`config.mk`:
```
export PLATFORM = sky130hd
export DESIGN_NAME = pqpc_top
export DESIGN_NICKNAME = d
export VERILOG_FILES = /design/src/design/pqpc_pkg.sv /design/src/design/pqpc_top.sv /design/src/design/pqpc_pattern_gen.sv
export SDC_FILE = /design/constraint.sdc
export NUM_CORES = 1
export LEC_CHECK = 0
export BUFFER_PORTS_ARGS = -buffer_cell sky130_fd_sc_hd__buf_2
export CORE_MARGIN = 2
export CORE_UTILIZATION = 45
export DETAILED_ROUTE_END_ITERATION = 16
export MAX_ROUTING_LAYER = met4
export PLACE_DENSITY_LB_ADDON = 0.25
export SYNTH_ARGS = -nofsm -noshare
export SYNTH_HDL_FRONTEND = slang
export SYNTH_SLANG_ARGS = --single-unit
```
`constraint.sdc`:
```
create_clock -name clk -period 2.54 [get_ports clk]
set_input_delay 0.381 -clock clk [delete_from_list [all_inputs] [get_ports clk]]
set_output_delay 0.381 -clock clk [all_outputs]
set_load 0.02 [all_outputs]
```
`src/design/pqpc_pkg.sv`:
```
// package: register map, field positions and stream carrier for pattern test control
package pqpc_pkg;
  localparam int ADDR_W = 8;
  localparam int DATA_W = 8;
  // register offsets
  localparam logic [7:0] ADDR_SWITCH = 8'h21;
  localparam logic [7:0] ADDR_CTRL = 8'h23;
  localparam logic [7:0] ADDR_STATUS = 8'h24;
  // pattern_test_control fields
  localparam int BIT_TYPE = 7;
  localparam int BIT_INJECT = 6;
  localparam int BIT_INVERT = 5;
  localparam int BIT_LOCK = 4;
  localparam int BIT_GEN_EN = 2;
  // switch register field
  localparam int BIT_SWITCH = 3;
  // reset values and control write mask
  localparam logic [7:0] CTRL_RESET = 8'h00;
  localparam logic [7:0] SWITCH_RESET = 8'h00;
  localparam logic [7:0] CTRL_WMASK = 8'hEF;
  // generator lengths
  localparam int LFSR_W = 20;
  localparam int PRBS_TAP_A = 14;
  localparam int PRBS_TAP_B = 13;
  localparam int QRTS_TAP_A = 19;
  localparam int QRTS_TAP_B = 16;
  localparam logic [3:0] QRTS_ZERO_LIMIT = 4'hE;
  localparam logic [LFSR_W-1:0] LFSR_SEED = 20'h00001;

  typedef enum logic {PQPC_PRBS15, PQPC_QRTS} pqpc_kind_t;

  // one serial bit with its bit-step strobe
  typedef struct packed {
    logic step;
    logic data;
  } pqpc_bit_t;
endpackage : pqpc_pkg

```
`src/design/pqpc_top.sv`:
```
// pattern test control: generator routing, error insert, inversion and checker
// Function
// type bit 0 selects the x^15+x^14+1 sequence, 1 the quasi-random signal
// switch bit 3 of the switch register picks generating and checking framer
// switch off: transmit framer sends the pattern toward the line
// switch on: receive framer sends the pattern toward the receive backplane
// a 0 to 1 change of the inject bit inverts exactly one output bit
// the inject bit is ignored unless generation is enabled
// the injected error appears on the path chosen by the switch
// invert with switch off: line output and receive checker data inverted
// invert with switch on: backplane output and transmit checker data inverted
// invert bit 0: no generated or checked data is inverted
// generation enable bit turns the generator on, resets to 0
// one sequence step per bit step of the chosen path, edge found there
//
// Our own choices: the strobed register port and the placing of the registers.
`timescale 1ns/1ns
`default_nettype none
module pqpc_top
  import pqpc_pkg::*;
(
  // clock and reset
  input wire logic clk,
  input wire logic rst,
  // register port
  input wire logic [ADDR_W-1:0] reg_addr,
  input wire logic [DATA_W-1:0] reg_wdata,
  input wire logic reg_write,
  input wire logic reg_read,
  output logic [DATA_W-1:0] reg_rdata,
  // transmit framer: normal traffic in, line out, backplane pattern in
  input var pqpc_bit_t tx_framer_in,
  input var pqpc_bit_t tx_backplane_in,
  output pqpc_bit_t tx_line_out,
  // receive framer: line in, normal traffic in, backplane out
  input var pqpc_bit_t rx_line_in,
  input var pqpc_bit_t rx_framer_in,
  output pqpc_bit_t rx_backplane_out
);
  logic [DATA_W-1:0] pattern_test_control;
  logic [DATA_W-1:0] switch_control;
  logic [DATA_W-1:0] mismatch_count;
  logic inject_prev;
  logic inject_pending;
  logic gen_bit;
  logic gen_step;
  logic gen_en;
  logic switch_on;
  logic invert;
  logic inject_rise;
  pqpc_kind_t kind;
  logic next_tx_data;
  logic next_rx_data;
  logic check_step;
  logic check_bit;
  logic [LFSR_W-1:0] check_hist;
  logic check_predict;
  logic [4:0] check_fill;

  assign gen_en = pattern_test_control[BIT_GEN_EN];
  assign switch_on = switch_control[BIT_SWITCH];
  assign invert = pattern_test_control[BIT_INVERT];
  assign kind = pattern_test_control[BIT_TYPE] ? PQPC_QRTS : PQPC_PRBS15;

  // ---- register port ----
  always_ff @(posedge clk) begin
    if (rst) begin
      pattern_test_control <= CTRL_RESET;
    end else if (reg_write && reg_addr == ADDR_CTRL) begin
      pattern_test_control <= reg_wdata & CTRL_WMASK;
    end
  end

  always_ff @(posedge clk) begin
    if (rst) begin
      switch_control <= SWITCH_RESET;
    end else if (reg_write && reg_addr == ADDR_SWITCH) begin
      switch_control <= reg_wdata;
    end
  end

  always_ff @(posedge clk) begin
    if (rst) begin
      reg_rdata <= 8'h00;
    end else if (reg_read) begin
      case (reg_addr)
        ADDR_CTRL: reg_rdata <= pattern_test_control;
        ADDR_SWITCH: reg_rdata <= switch_control;
        ADDR_STATUS: reg_rdata <= mismatch_count;
        default: reg_rdata <= 8'h00;
      endcase
    end else begin
      reg_rdata <= 8'h00;
    end
  end

  // ---- generator ----
  assign gen_step = gen_en && (switch_on ? rx_framer_in.step : tx_framer_in.step);

  pqpc_pattern_gen u_gen (
    .clk(clk),
    .rst(rst),
    .step(gen_step),
    .kind(kind),
    .pattern_bit(gen_bit)
  );

  // ---- single error insert ----
  always_ff @(posedge clk) begin
    if (rst) begin
      inject_prev <= 1'b0;
    end else begin
      inject_prev <= pattern_test_control[BIT_INJECT];
    end
  end

  assign inject_rise = pattern_test_control[BIT_INJECT] && !inject_prev;

  // a new rise wins over consumption in the same cycle
  always_ff @(posedge clk) begin
    if (rst) begin
      inject_pending <= 1'b0;
    end else if (!gen_en) begin
      inject_pending <= 1'b0;
    end else if (inject_rise) begin
      inject_pending <= 1'b1;
    end else if (gen_step) begin
      inject_pending <= 1'b0;
    end
  end

  // ---- output paths ----
  always_comb begin
    next_tx_data = tx_framer_in.data;
    next_rx_data = rx_framer_in.data;
    if (gen_en && !switch_on) begin
      next_tx_data = gen_bit ^ invert ^ inject_pending;
    end
    if (gen_en && switch_on) begin
      next_rx_data = gen_bit ^ invert ^ inject_pending;
    end
  end

  always_ff @(posedge clk) begin
    if (rst) begin
      tx_line_out <= '0;
    end else begin
      tx_line_out.step <= tx_framer_in.step;
      if (tx_framer_in.step) begin
        tx_line_out.data <= next_tx_data;
      end
    end
  end

  always_ff @(posedge clk) begin
    if (rst) begin
      rx_backplane_out <= '0;
    end else begin
      rx_backplane_out.step <= rx_framer_in.step;
      if (rx_framer_in.step) begin
        rx_backplane_out.data <= next_rx_data;
      end
    end
  end

  // ---- checker: receive framer when switch off, transmit framer when on ----
  always_comb begin
    if (switch_on) begin
      check_step = tx_backplane_in.step;
      check_bit = tx_backplane_in.data ^ invert;
    end else begin
      check_step = rx_line_in.step;
      check_bit = rx_line_in.data ^ invert;
    end
    if (kind == PQPC_PRBS15) begin
      check_predict = check_hist[PRBS_TAP_A] ^ check_hist[PRBS_TAP_B];
    end else begin
      check_predict = check_hist[QRTS_TAP_A] ^ check_hist[QRTS_TAP_B];
    end
  end

  always_ff @(posedge clk) begin
    if (rst) begin
      check_hist <= '0;
    end else if (check_step) begin
      check_hist <= {check_hist[LFSR_W-2:0], check_bit};
    end
  end

  // history must be full before predictions count
  always_ff @(posedge clk) begin
    if (rst) begin
      check_fill <= 5'h00;
    end else if (check_step && check_fill != 5'h14) begin
      check_fill <= check_fill + 5'h01;
    end
  end

  // saturating mismatch counter; any write to the status offset clears it
  always_ff @(posedge clk) begin
    if (rst) begin
      mismatch_count <= 8'h00;
    end else if (reg_write && reg_addr == ADDR_STATUS) begin
      mismatch_count <= 8'h00;
    end else if (check_step && check_fill == 5'h14 && check_bit != check_predict
                 && mismatch_count != 8'hFF) begin
      mismatch_count <= mismatch_count + 8'h01;
    end
  end

  // ---- assertions ----
  gen_reset_off_a: assert property (@(posedge clk)
    rst |=> !pattern_test_control[BIT_GEN_EN] && !gen_step)
    else $error("generator enabled after reset");

  tx_pattern_out_a: assert property (@(posedge clk) disable iff (rst)
    gen_en && !switch_on && tx_framer_in.step
    |=> tx_line_out.data == $past(gen_bit ^ invert ^ inject_pending))
    else $error("line output is not the pattern");

  rx_pattern_out_a: assert property (@(posedge clk) disable iff (rst)
    gen_en && switch_on && rx_framer_in.step
    |=> rx_backplane_out.data == $past(gen_bit ^ invert ^ inject_pending))
    else $error("backplane output is not the pattern");

  tx_passthru_a: assert property (@(posedge clk) disable iff (rst)
    (!gen_en || switch_on) && tx_framer_in.step
    |=> tx_line_out.data == $past(tx_framer_in.data))
    else $error("line output not normal traffic");

  inject_once_a: assert property (@(posedge clk) disable iff (rst)
    inject_pending && gen_step && !inject_rise |=> !inject_pending)
    else $error("error insert not consumed after one bit");

  inject_arm_a: assert property (@(posedge clk) disable iff (rst)
    gen_en && inject_rise ##1 gen_en |-> inject_pending)
    else $error("rising inject bit did not arm an error");

  inject_hold_a: assert property (@(posedge clk) disable iff (rst)
    $stable(pattern_test_control) && inject_prev && !inject_pending
    |=> !inject_pending)
    else $error("inject bit held high caused another error");

  inject_gate_a: assert property (@(posedge clk) disable iff (rst)
    !gen_en |=> !inject_pending)
    else $error("error armed while generation disabled");

  tx_error_bit_a: assert property (@(posedge clk) disable iff (rst)
    gen_en && !switch_on && inject_pending && tx_framer_in.step
    |=> tx_line_out.data != $past(gen_bit ^ invert))
    else $error("injected error missing on line output");

  rx_error_bit_a: assert property (@(posedge clk) disable iff (rst)
    gen_en && switch_on && inject_pending && rx_framer_in.step
    |=> rx_backplane_out.data != $past(gen_bit ^ invert))
    else $error("injected error missing on backplane output");

  rx_check_inv_a: assert property (@(posedge clk) disable iff (rst)
    !switch_on && rx_line_in.step
    |=> check_hist[0] == $past(rx_line_in.data ^ invert))
    else $error("receive checker inversion wrong");

  tx_check_inv_a: assert property (@(posedge clk) disable iff (rst)
    switch_on && tx_backplane_in.step
    |=> check_hist[0] == $past(tx_backplane_in.data ^ invert))
    else $error("transmit checker inversion wrong");

  no_invert_a: assert property (@(posedge clk) disable iff (rst)
    !invert && !inject_pending && gen_en && !switch_on && tx_framer_in.step
    |=> tx_line_out.data == $past(gen_bit))
    else $error("pattern inverted with invert bit clear");

  step_follow_a: assert property (@(posedge clk) disable iff (rst)
    gen_en && !switch_on |-> gen_step == tx_framer_in.step)
    else $error("generator not stepping with line bit clock");
endmodule : pqpc_top
`default_nettype wire

```
`src/design/pqpc_pattern_gen.sv`:
```
// pseudo-random and quasi-random test sequence generator
`timescale 1ns/1ns
`default_nettype none
module pqpc_pattern_gen
  import pqpc_pkg::*;
(
  // clock and reset
  input wire logic clk,
  input wire logic rst,
  // control
  input wire logic step,
  input var pqpc_kind_t kind,
  // sequence bit for the current step
  output logic pattern_bit
);
  logic [LFSR_W-1:0] lfsr;
  logic [3:0] zero_run;
  logic feedback;
  logic raw_bit;

  always_comb begin
    if (kind == PQPC_PRBS15) begin
      feedback = lfsr[PRBS_TAP_A] ^ lfsr[PRBS_TAP_B];
      raw_bit = feedback;
    end else begin
      feedback = lfsr[QRTS_TAP_A] ^ lfsr[QRTS_TAP_B];
      raw_bit = lfsr[QRTS_TAP_A];
    end
    // quasi-random signal never emits more than fourteen zeros in a row
    pattern_bit = raw_bit | (kind == PQPC_QRTS && zero_run == QRTS_ZERO_LIMIT);
  end

  always_ff @(posedge clk) begin
    if (rst) begin
      lfsr <= LFSR_SEED;
    end else if (step) begin
      lfsr <= {lfsr[LFSR_W-2:0], feedback};
    end
  end

  always_ff @(posedge clk) begin
    if (rst) begin
      zero_run <= 4'h0;
    end else if (step) begin
      zero_run <= pattern_bit ? 4'h0 : zero_run + 4'h1;
    end
  end

  prbs_shift_a: assert property (@(posedge clk) disable iff (rst)
    step && kind == PQPC_PRBS15 |=> lfsr[0] == $past(pattern_bit))
    else $error("prbs feedback not shifted in");
endmodule : pqpc_pattern_gen
`default_nettype wire

```
Yosys cells after proc, flatten, opt, wreduce, memory -nomap -nowiden
Index checks and enable logic that the tools add are counted.
Word-level totals
  register bits after elaboration: 86
  output and inout bits: 12
Operators by class
  equality and inequality tests: 8
  bitwise gates (word level): 11
  reduce and logical (&&, ||, !) cells: 18
  add/sub/neg operators: 3
  multiplexer cells: 13
Operators with widths (number)
  $eq 8x6->1 const B: 3
  $pmux 8 s3: 1
  $logic_and 1x1->1: 12
  $mux 1: 11
  $add 8x1->8 const B: 1
  $ne 8x8->1 const B: 1
  $xor 1x1->1: 8
  $reduce_or 2->1: 3
  $add 5x1->5 const B: 1
  $eq 5x5->1 const B: 1
  $ne 5x5->1 const B: 1
  $add 4x1->4 const B: 1
  $eq 4x4->1 const B: 1
  $mux 4: 1
  $logic_not 1->1: 2
  $not 1->1: 2
  $reduce_bool 2->1: 1
  $ne 1x1->1: 1
  $or 1x1->1: 1

Depth between registers and ports, before layout
Gate-level depths: netlist of run 1.
  depth after elaboration: 6
  depth in mapped cells: 7
  gate-level depth less buffers: 7

Modules after synthesis
A second synthesis of run 1 with hierarchy kept.
Unflattened totals
  cells, all modules: 387
  area, all modules: 3552.2 um2
Modules (own cells, without submodules)
  pqpc_top: sequential area each 1241.2 um2, times used 1, cells each 294, area each 2592.5 um2
  pqpc_pattern_gen: sequential area each 480.5 um2, times used 1, cells each 93, area each 959.7 um2

Worst setup path before layout of run 1
Ideal clock, no wire load.
  path type: in2reg
  from: input port reg_addr[4]
  to: register switch_control[3]
  cell stages on the path: 7
  data arrival time: 1763 ps
  setup slack: 649 ps
  setup time: 128 ps
  buffers on the path: 2
  cell sequence: or4b_4 > nor2_1 > buf_4 > and4b_1 > buf_4 > mux2i_1 > nor2_1
Between the ends
  word-level cells in the longest chain between the ends: 2
RTL lines
  from (decl): RTL line pqpc_top.sv:26  | input wire logic [ADDR_W-1:0] reg_addr,
  $eq 8x6->1: RTL line pqpc_top.sv:77  | end else if (reg_write && reg_addr == ADDR_SWITCH) begin
  $logic_and 1x1->1: RTL line pqpc_top.sv:77
  to (signal assigned): RTL line pqpc_top.sv:78  | switch_control <= reg_wdata;
  to (decl): RTL line pqpc_top.sv:41  | logic [DATA_W-1:0] switch_control;
Every way passes these cells.
A chain may end at the register's enable or synchronous reset.

Worst setup path in the final report of run 1
  from: register check_fill[0]
  to: register mismatch_count[7]
Between the ends
  word-level cells in the longest chain between the ends: 4
RTL lines
  from (decl): RTL line pqpc_top.sv:58  | logic [4:0] check_fill;
  from (signal assigned): RTL line pqpc_top.sv:195  | check_fill <= check_fill + 5'h01;
  $eq 5x5->1: RTL line pqpc_top.sv:205  | end else if (check_step && check_fill == 5'h14 && check_bit != check_predict
  $logic_and 1x1->1 (2 in series): RTL line pqpc_top.sv:205
  $logic_and 1x1->1: RTL line pqpc_top.sv:206  | && mismatch_count != 8'hFF) begin
  to (signal assigned): RTL line pqpc_top.sv:207  | mismatch_count <= mismatch_count + 8'h01;
  to (decl): RTL line pqpc_top.sv:42  | logic [DATA_W-1:0] mismatch_count;
Every way passes these cells.

==> results of run 1 <==
## area by class of cell
cell class	count	area, um2	area share
tap	102	127.6	0.03156
timing repair buffer	49	270.3	0.06683
multi-input combinational	291	1674	0.4140
sequential	86	1722	0.4257
clock inverter	6	93.84	0.02321
inverter	5	18.77	0.004641
clock buffer	10	137.6	0.03403
## path summary, 6_finish.rpt
kind / slack (ns) / to / start / cells past startpoint
max: 0.54 / mismatch_count[7] / check_fill[0] / 6
min reg2reg: 0.45 / u_gen.lfsr[18] / u_gen.lfsr[17] / 2
min: 0.25 / tx_line_out[0] / tx_framer_in[1] / 2
max reg2reg: 0.54 / mismatch_count[7] / check_fill[0] / 6
## metal layers
layer | vias up | global-route usage | share of wire
li1 | 1455 | - | -
met1 | 1330 | 0.2316 | 0.50
met2 | 41 | 0.2737 | 0.46
met3 | 7 | 0.03417 | 0.029
met4 | 0 | 0.07836 | 0.014
met5 | - | - | 0
## worst max-delay path, stage by stage (launching register included)
cell	delay, ns
dfxtp_1	0.33
inv_1	0.10
ha_1	0.16
nand4b_1	0.23
a311o_1	0.47
or4_1	0.50
a21oi_1	0.16
## cell usage in the layout (no fill, tap or decap), drive strengths merged, types with 3 or more instances in the layout
master and n:
a22o 7, a22oi 7, nand4 4, or4 3, mux2i 19, o21ai 6
nor2 37, a21oi 45, nor4 3, nand3 5, inv 6, buf 49
clkbuf 10, and2 4, nor2b 4, xor2 6, nand2 93, dfxtp 86
o211ai 3, xnor2 9, ha 5
## flip-flops by register name, summed over array words and instances, names as in the netlist
| register | count |
|---|---|
| u_gen.lfsr | 20 |
| pattern_test_control | 7 |
| switch_control | 8 |
| u_gen.zero_run | 4 |
| inject_prev | 1 |
| reg_rdata | 8 |
| mismatch_count | 8 |
| tx_line_out | 2 |
| rx_backplane_out | 2 |
| inject_pending | 1 |
| check_hist | 20 |
| check_fill | 5 |
## power by group through the flow
| stage | combinational (W) | sequential, W | clock (W) |
|---|---|---|---|
| 2_1_floorplan | 0.0000579 | 0.00140 | 0 |
| 3_3_place_gp | 0.000111 | 0.00139 | 0 |
| 3_5_place_dp | 0.000114 | 0.00139 | 0 |
| 4_1_cts | 0.000114 | 0.00136 | 0.00110 |
| 5_1_grt | 0.000128 | 0.00136 | 0.00116 |
| 6_report | 0.000114 | 0.00136 | 0.00107 |
## logic make-up (layout without fill, tap and decap cells)
logic type | count (synthesis) | count (layout) | share of synthesized area
AND/OR/NAND/NOR | 169 | 169 | 0.2174
flip-flops | 86 | 86 | 0.4897
AO/OA/AOI/OAI | 81 | 81 | 0.1431
buffers and inverters | 27 | 70 | 0.03416
multiplexers | 21 | 21 | 0.06050
XOR/XNOR | 15 | 15 | 0.03737
adder cells (fa/ha/maj) | 5 | 5 | 0.01779
## metrics by stage
step / utilization / hold WS (ns) / instance area, um2 / instances / worst slack [ns]
floorplan: - / 0.4321 / 3516 / 404 / 0.6492
global placement: 0.4985 / 0.4376 / 3812 / 533 / 0.3710
detailed placement: 0.4985 / 0.4446 / 3812 / 533 / 0.2824
CTS: 0.5288 / 0.2358 / 4044 / 549 / 0.5304
global route: 0.5288 / 0.2476 / 4044 / 549 / 0.3364
finish: 0.5288 / 0.2473 / 4044 / 549 / 0.5387
==> out/summary.txt, run 1 <==
Total Power: 0.002549 W
NumNets Final: 475
Unrepaired setup endpoints after global routing: no
Clk slew on worst S/H paths: 0.08 ns
Die height: 92.39 um
Cell Pwr Density: 630.4 nW/um2
Synth warn: 0
Part of the power in the clock network: 0.421
MaxCap Viol Count: 0
Max Clock Skew: 0.01075 ns
Drt total wl: 6.952 mm
FFs w/ async S/R, synth: 0
Worst rel slew slack: 0.6662
Synth top area share: 0.4897
ANT nets after route: 0
DP Wirelength: 4.794 mm
GP Congestion: 0.8639
Post-CTS Hold Buffers: 0
Port Buf Inserts: 39
Syn Nets: 437
Synthesized area per cell: 8.703 um2
Die Wd: 92.39 um
DRT Pass-1 Iters: 4
Post-synthesis sequential area ratio: 0.4897
Starting Density: 0.4598
Final Hold Viols: 0
Setup TNS: 0 ns
Min Tclk post-route: 2.001 ns
Ant. Diodes: 0
Switching Power: 0.0005654 W
1st-iter DRT viols: 129
EDFF count, synth: 0
Status: finished, final reports clean
CP arrival: 2.28 ns
I/O Pins: 40
CTS sink cnt: 86
Fmax: 499.7 MHz
Clock Path Buffers: 2
Initial antenna violation count: 0
Top-count cell post-synth: nand2_1
Root buffer cell: clkbuf_8
Most used DFF post-synth: dfxtp_1
Worst Tran Pin Value: 0.5003 ns
Synthesized cell area: 3516 um2
Syn Inst Count: 404
Switch share: 0.2218
Avg WL per Cell: 12.66 um
H-tree levels: 3
Crit. End Element: flip-flop
Post-synth cell types: 48
Core Region: 7647 um2
Skew-Pair Late Insertion Delay: 0.35 ns
Reg power frac: 0.534
Vias in the first global route: 2610
Total number of placement rows: 32
Fraction of layout cells with a size suffix above 1: 0.1566
Crit path max fanout: 10
Startpoint types: flip-flop
Synth top area cells: dfxtp_1, nand2_1, a21oi_1
Vias per cell: 5.160
Comb power frac: 0.045
Fill count: 711
Pins Over Slew Limit: 0
Largest area contributor in the netlist: dfxtp_1
Max IR drop VDD: 361.4 uV
CTS tree: yes
Residual DRC count: 0
Total number of vias: 2833
Global-route wire length before repair: 11.87 mm
Setup repair bufs after CTS: 0
Die area: 8536 um2
All-Layer GR Usage: 0.1788
FF+latch count, synth: 86
Global route overflow: 0
Internal cell power: 0.001984 W
Final Cycle Share: 0.7879
Leak: 1.445 nW
Crit path kind: flip-flop to flip-flop
P&R area growth vs syn: 15.02%
Number of gates resized after CTS: 0
CTS Buf Count: 9
Final setup viols: 0
Hold crit path type: input pin to flip-flop
Largest net degree at the start of global routing: 43
Commonest cells post-synth: nand2_1, dfxtp_1, a21oi_1
CP required: 2.82 ns
Power figures use the tool's default switching activity.
==> inputs of run 2 (changes only) <==
==> constraint.sdc (replaced) <==
create_clock -name clk -period 1.8 [get_ports clk]
set_input_delay 0.27 -clock clk [delete_from_list [all_inputs] [get_ports clk]]
set_output_delay 0.27 -clock clk [all_outputs]
set_load 0.02 [all_outputs]
==> run 2 against run 1 <==
  * Sequential cell count unchanged
  * Clock skew down 0.0049 ns
  * Clock power rose by 6%
  * Maximum frequency is 13% higher
  * Final cell count up 4.6%
  * Non-clock buffer count is 26 higher
  * Sequential share of layout area shrank 2.0 points
  * Clock-buffer cell count stayed put
  * First-iteration DRC count is 0.78% lower
  * Cell area up 5.2%
  * Die area is the same
==> out/summary.txt, run 2 (synthesis results as in run 1) <==
Residual DRC count: 0
Crit path kind: flip-flop to flip-flop
Clock Path Buffers: 2
Max IR drop VDD: 418.7 uV
NumNets Final: 501
All-Layer GR Usage: 0.1912
I/O Pins: 40
Die Wd: 92.39 um
Skew-Pair Late Insertion Delay: 0.35 ns
Top flop regs: check_hist x20, u_gen.lfsr x20
DRT Pass-1 Iters: 5
Avg WL per Cell: 13.01 um
Hold crit path type: input pin to flip-flop
H-tree levels: 3
Pins Over Slew Limit: 0
Vias in the first global route: 2762
GP Congestion: 0.8082
Cell Pwr Density: 761.2 nW/um2
Die height: 92.39 um
FF-to-FF Start: mismatch_count[0]
MaxCap Viol Count: 0
CTS sink cnt: 86
Clk slew on worst S/H paths: 0.08 ns
Fill count: 723
Placed Instances: 556
Global route overflow: 0
Die area: 8536 um2
Crit. End Element: flip-flop
Placed cell areas: 3998 um2
ANT nets after route: 0
Total number of placement rows: 32
Global-route wire length before repair: 12.67 mm
Min Tclk post-route: 1.767 ns
Fraction of layout cells with a size suffix above 1: 0.2309
CP required: 2.09 ns
Max Clock Skew: 0.005845 ns
Commonest non-fill, non-tap cells in the layout: nand2_1, dfxtp_1, a21oi_1, buf_2, nor2_1
R2r setup slk: 0.03 ns
Unrepaired setup endpoints after global routing: yes
P&R area growth vs syn: 20.96%
1st-iter DRT viols: 128
Final Cycle Share: 0.9818
Worst Tran Pin Value: 0.5012 ns
Commonest non-fill, non-tap cell in the layout: nand2_1
Status: finished, final reports clean
CTS Buf Count: 9
CP arrival: 2.06 ns
Final setup viols: 0
Final Hold Viols: 0
Crit path max fanout: 7
Largest net degree at the start of global routing: 41
Fin cells: 574
Root buffer cell: clkbuf_8
Final Cell Area: 4253 um2
Vias per cell: 5.124
Port Buf Inserts: 39
R2R depth: 6
Reg-to-Reg End: mismatch_count[0]
CTS tree: yes
Leak: 1.572 nW
Worst setup path startpoint: mismatch_count[0]
Setup crit end: mismatch_count[0]
Startpoint types: flip-flop
Drt total wl: 7.468 mm
DP Wirelength: 5.194 mm
Starting Density: 0.4598
Worst rel slew slack: 0.6646
Ant. Diodes: 0
Core Region: 7647 um2
Initial antenna violation count: 0
Total number of vias: 2941
Fmax: 565.9 MHz
-- run 2: cell count changes in the layout (fill, tap and decap cells not counted), sizes merged --
| cell | previous run | this run |
|---|---|---|
| inv | 6 | 5 |
| bufinv | 2 | 0 |
| clkinv | 2 | 4 |
| buf | 49 | 75 |
-- run 2: metal layers --
metal  share of wire  wire (um)  GRT usage
met5               0          0          -
met4           0.013         94    0.05721
met3           0.046        341    0.05370
met2            0.47       3483     0.3005
met1            0.48       3548     0.2409
-- run 2: stage by stage --
stage          utilization  setup slack (ns)  setup TNS, ns  total power, W  hold slack (ns)
2_1_floorplan            -          0.001261              0        0.002053           0.3467
3_3_place_gp        0.5227          -0.06914        -0.6776        0.002133           0.4381
3_5_place_dp        0.5227           -0.1021         -1.253        0.002139           0.4437
4_1_cts             0.5463          0.002633              0        0.003268           0.1251
5_1_grt             0.5561          -0.05275        -0.1446        0.003386           0.1178
6_report            0.5561           0.03279              0        0.003237           0.1430
-- run 2: layout make-up --
cell class,count,area (um2),area share
clock buffer,10,127.6,0.03001
tap,102,127.6,0.03001
clock inverter,5,27.53,0.006472
multi-input combinational,291,1739,0.4089
inverter,5,18.77,0.004413
timing repair buffer,75,485.5,0.1142
sequential,86,1727,0.4060
-- run 2: worst min-delay path by stage --
stage,from,cells past startpoint,slack (ns),to
2_1_floorplan,reg_addr[1],1,0.35,reg_rdata[4]
3_3_place_gp,u_gen.lfsr[12],2,0.44,u_gen.lfsr[13]
3_5_place_dp,check_hist[8],2,0.44,check_hist[8]
4_1_cts,tx_framer_in[1],2,0.13,tx_line_out[0]
5_1_grt,tx_framer_in[1],2,0.12,tx_line_out[0]
6_report,rx_framer_in[1],2,0.14,rx_backplane_out[0]
-- run 2: repair_timing --
action                                  in CTS  in global routing
hold buffers                                 0                  0
endpoints found under the hold margin        0                  0
resized for setup                            6                 14
pin swaps                                    2                  6
buffers inserted                             2                  1
endpoints found under the setup margin       8                 10
-- run 2: power by group --
part	leakage, nW	switching, W	internal (W)
registers	0.695	0.00000680	0.00191
clock network	0.0817	0.000647	0.000484
logic	0.795	0.000112	0.0000745
total	1.57	0.000766	0.00247
-- run 2: worst max-delay path, cell delays in order, from the launching register on --
cell and delay (ns):
dfxtp_1 0.32, ha_2 0.20, and2_4 0.17, a311o_2 0.46, buf_6 0.14, or3_1 0.31, a21oi_2 0.11
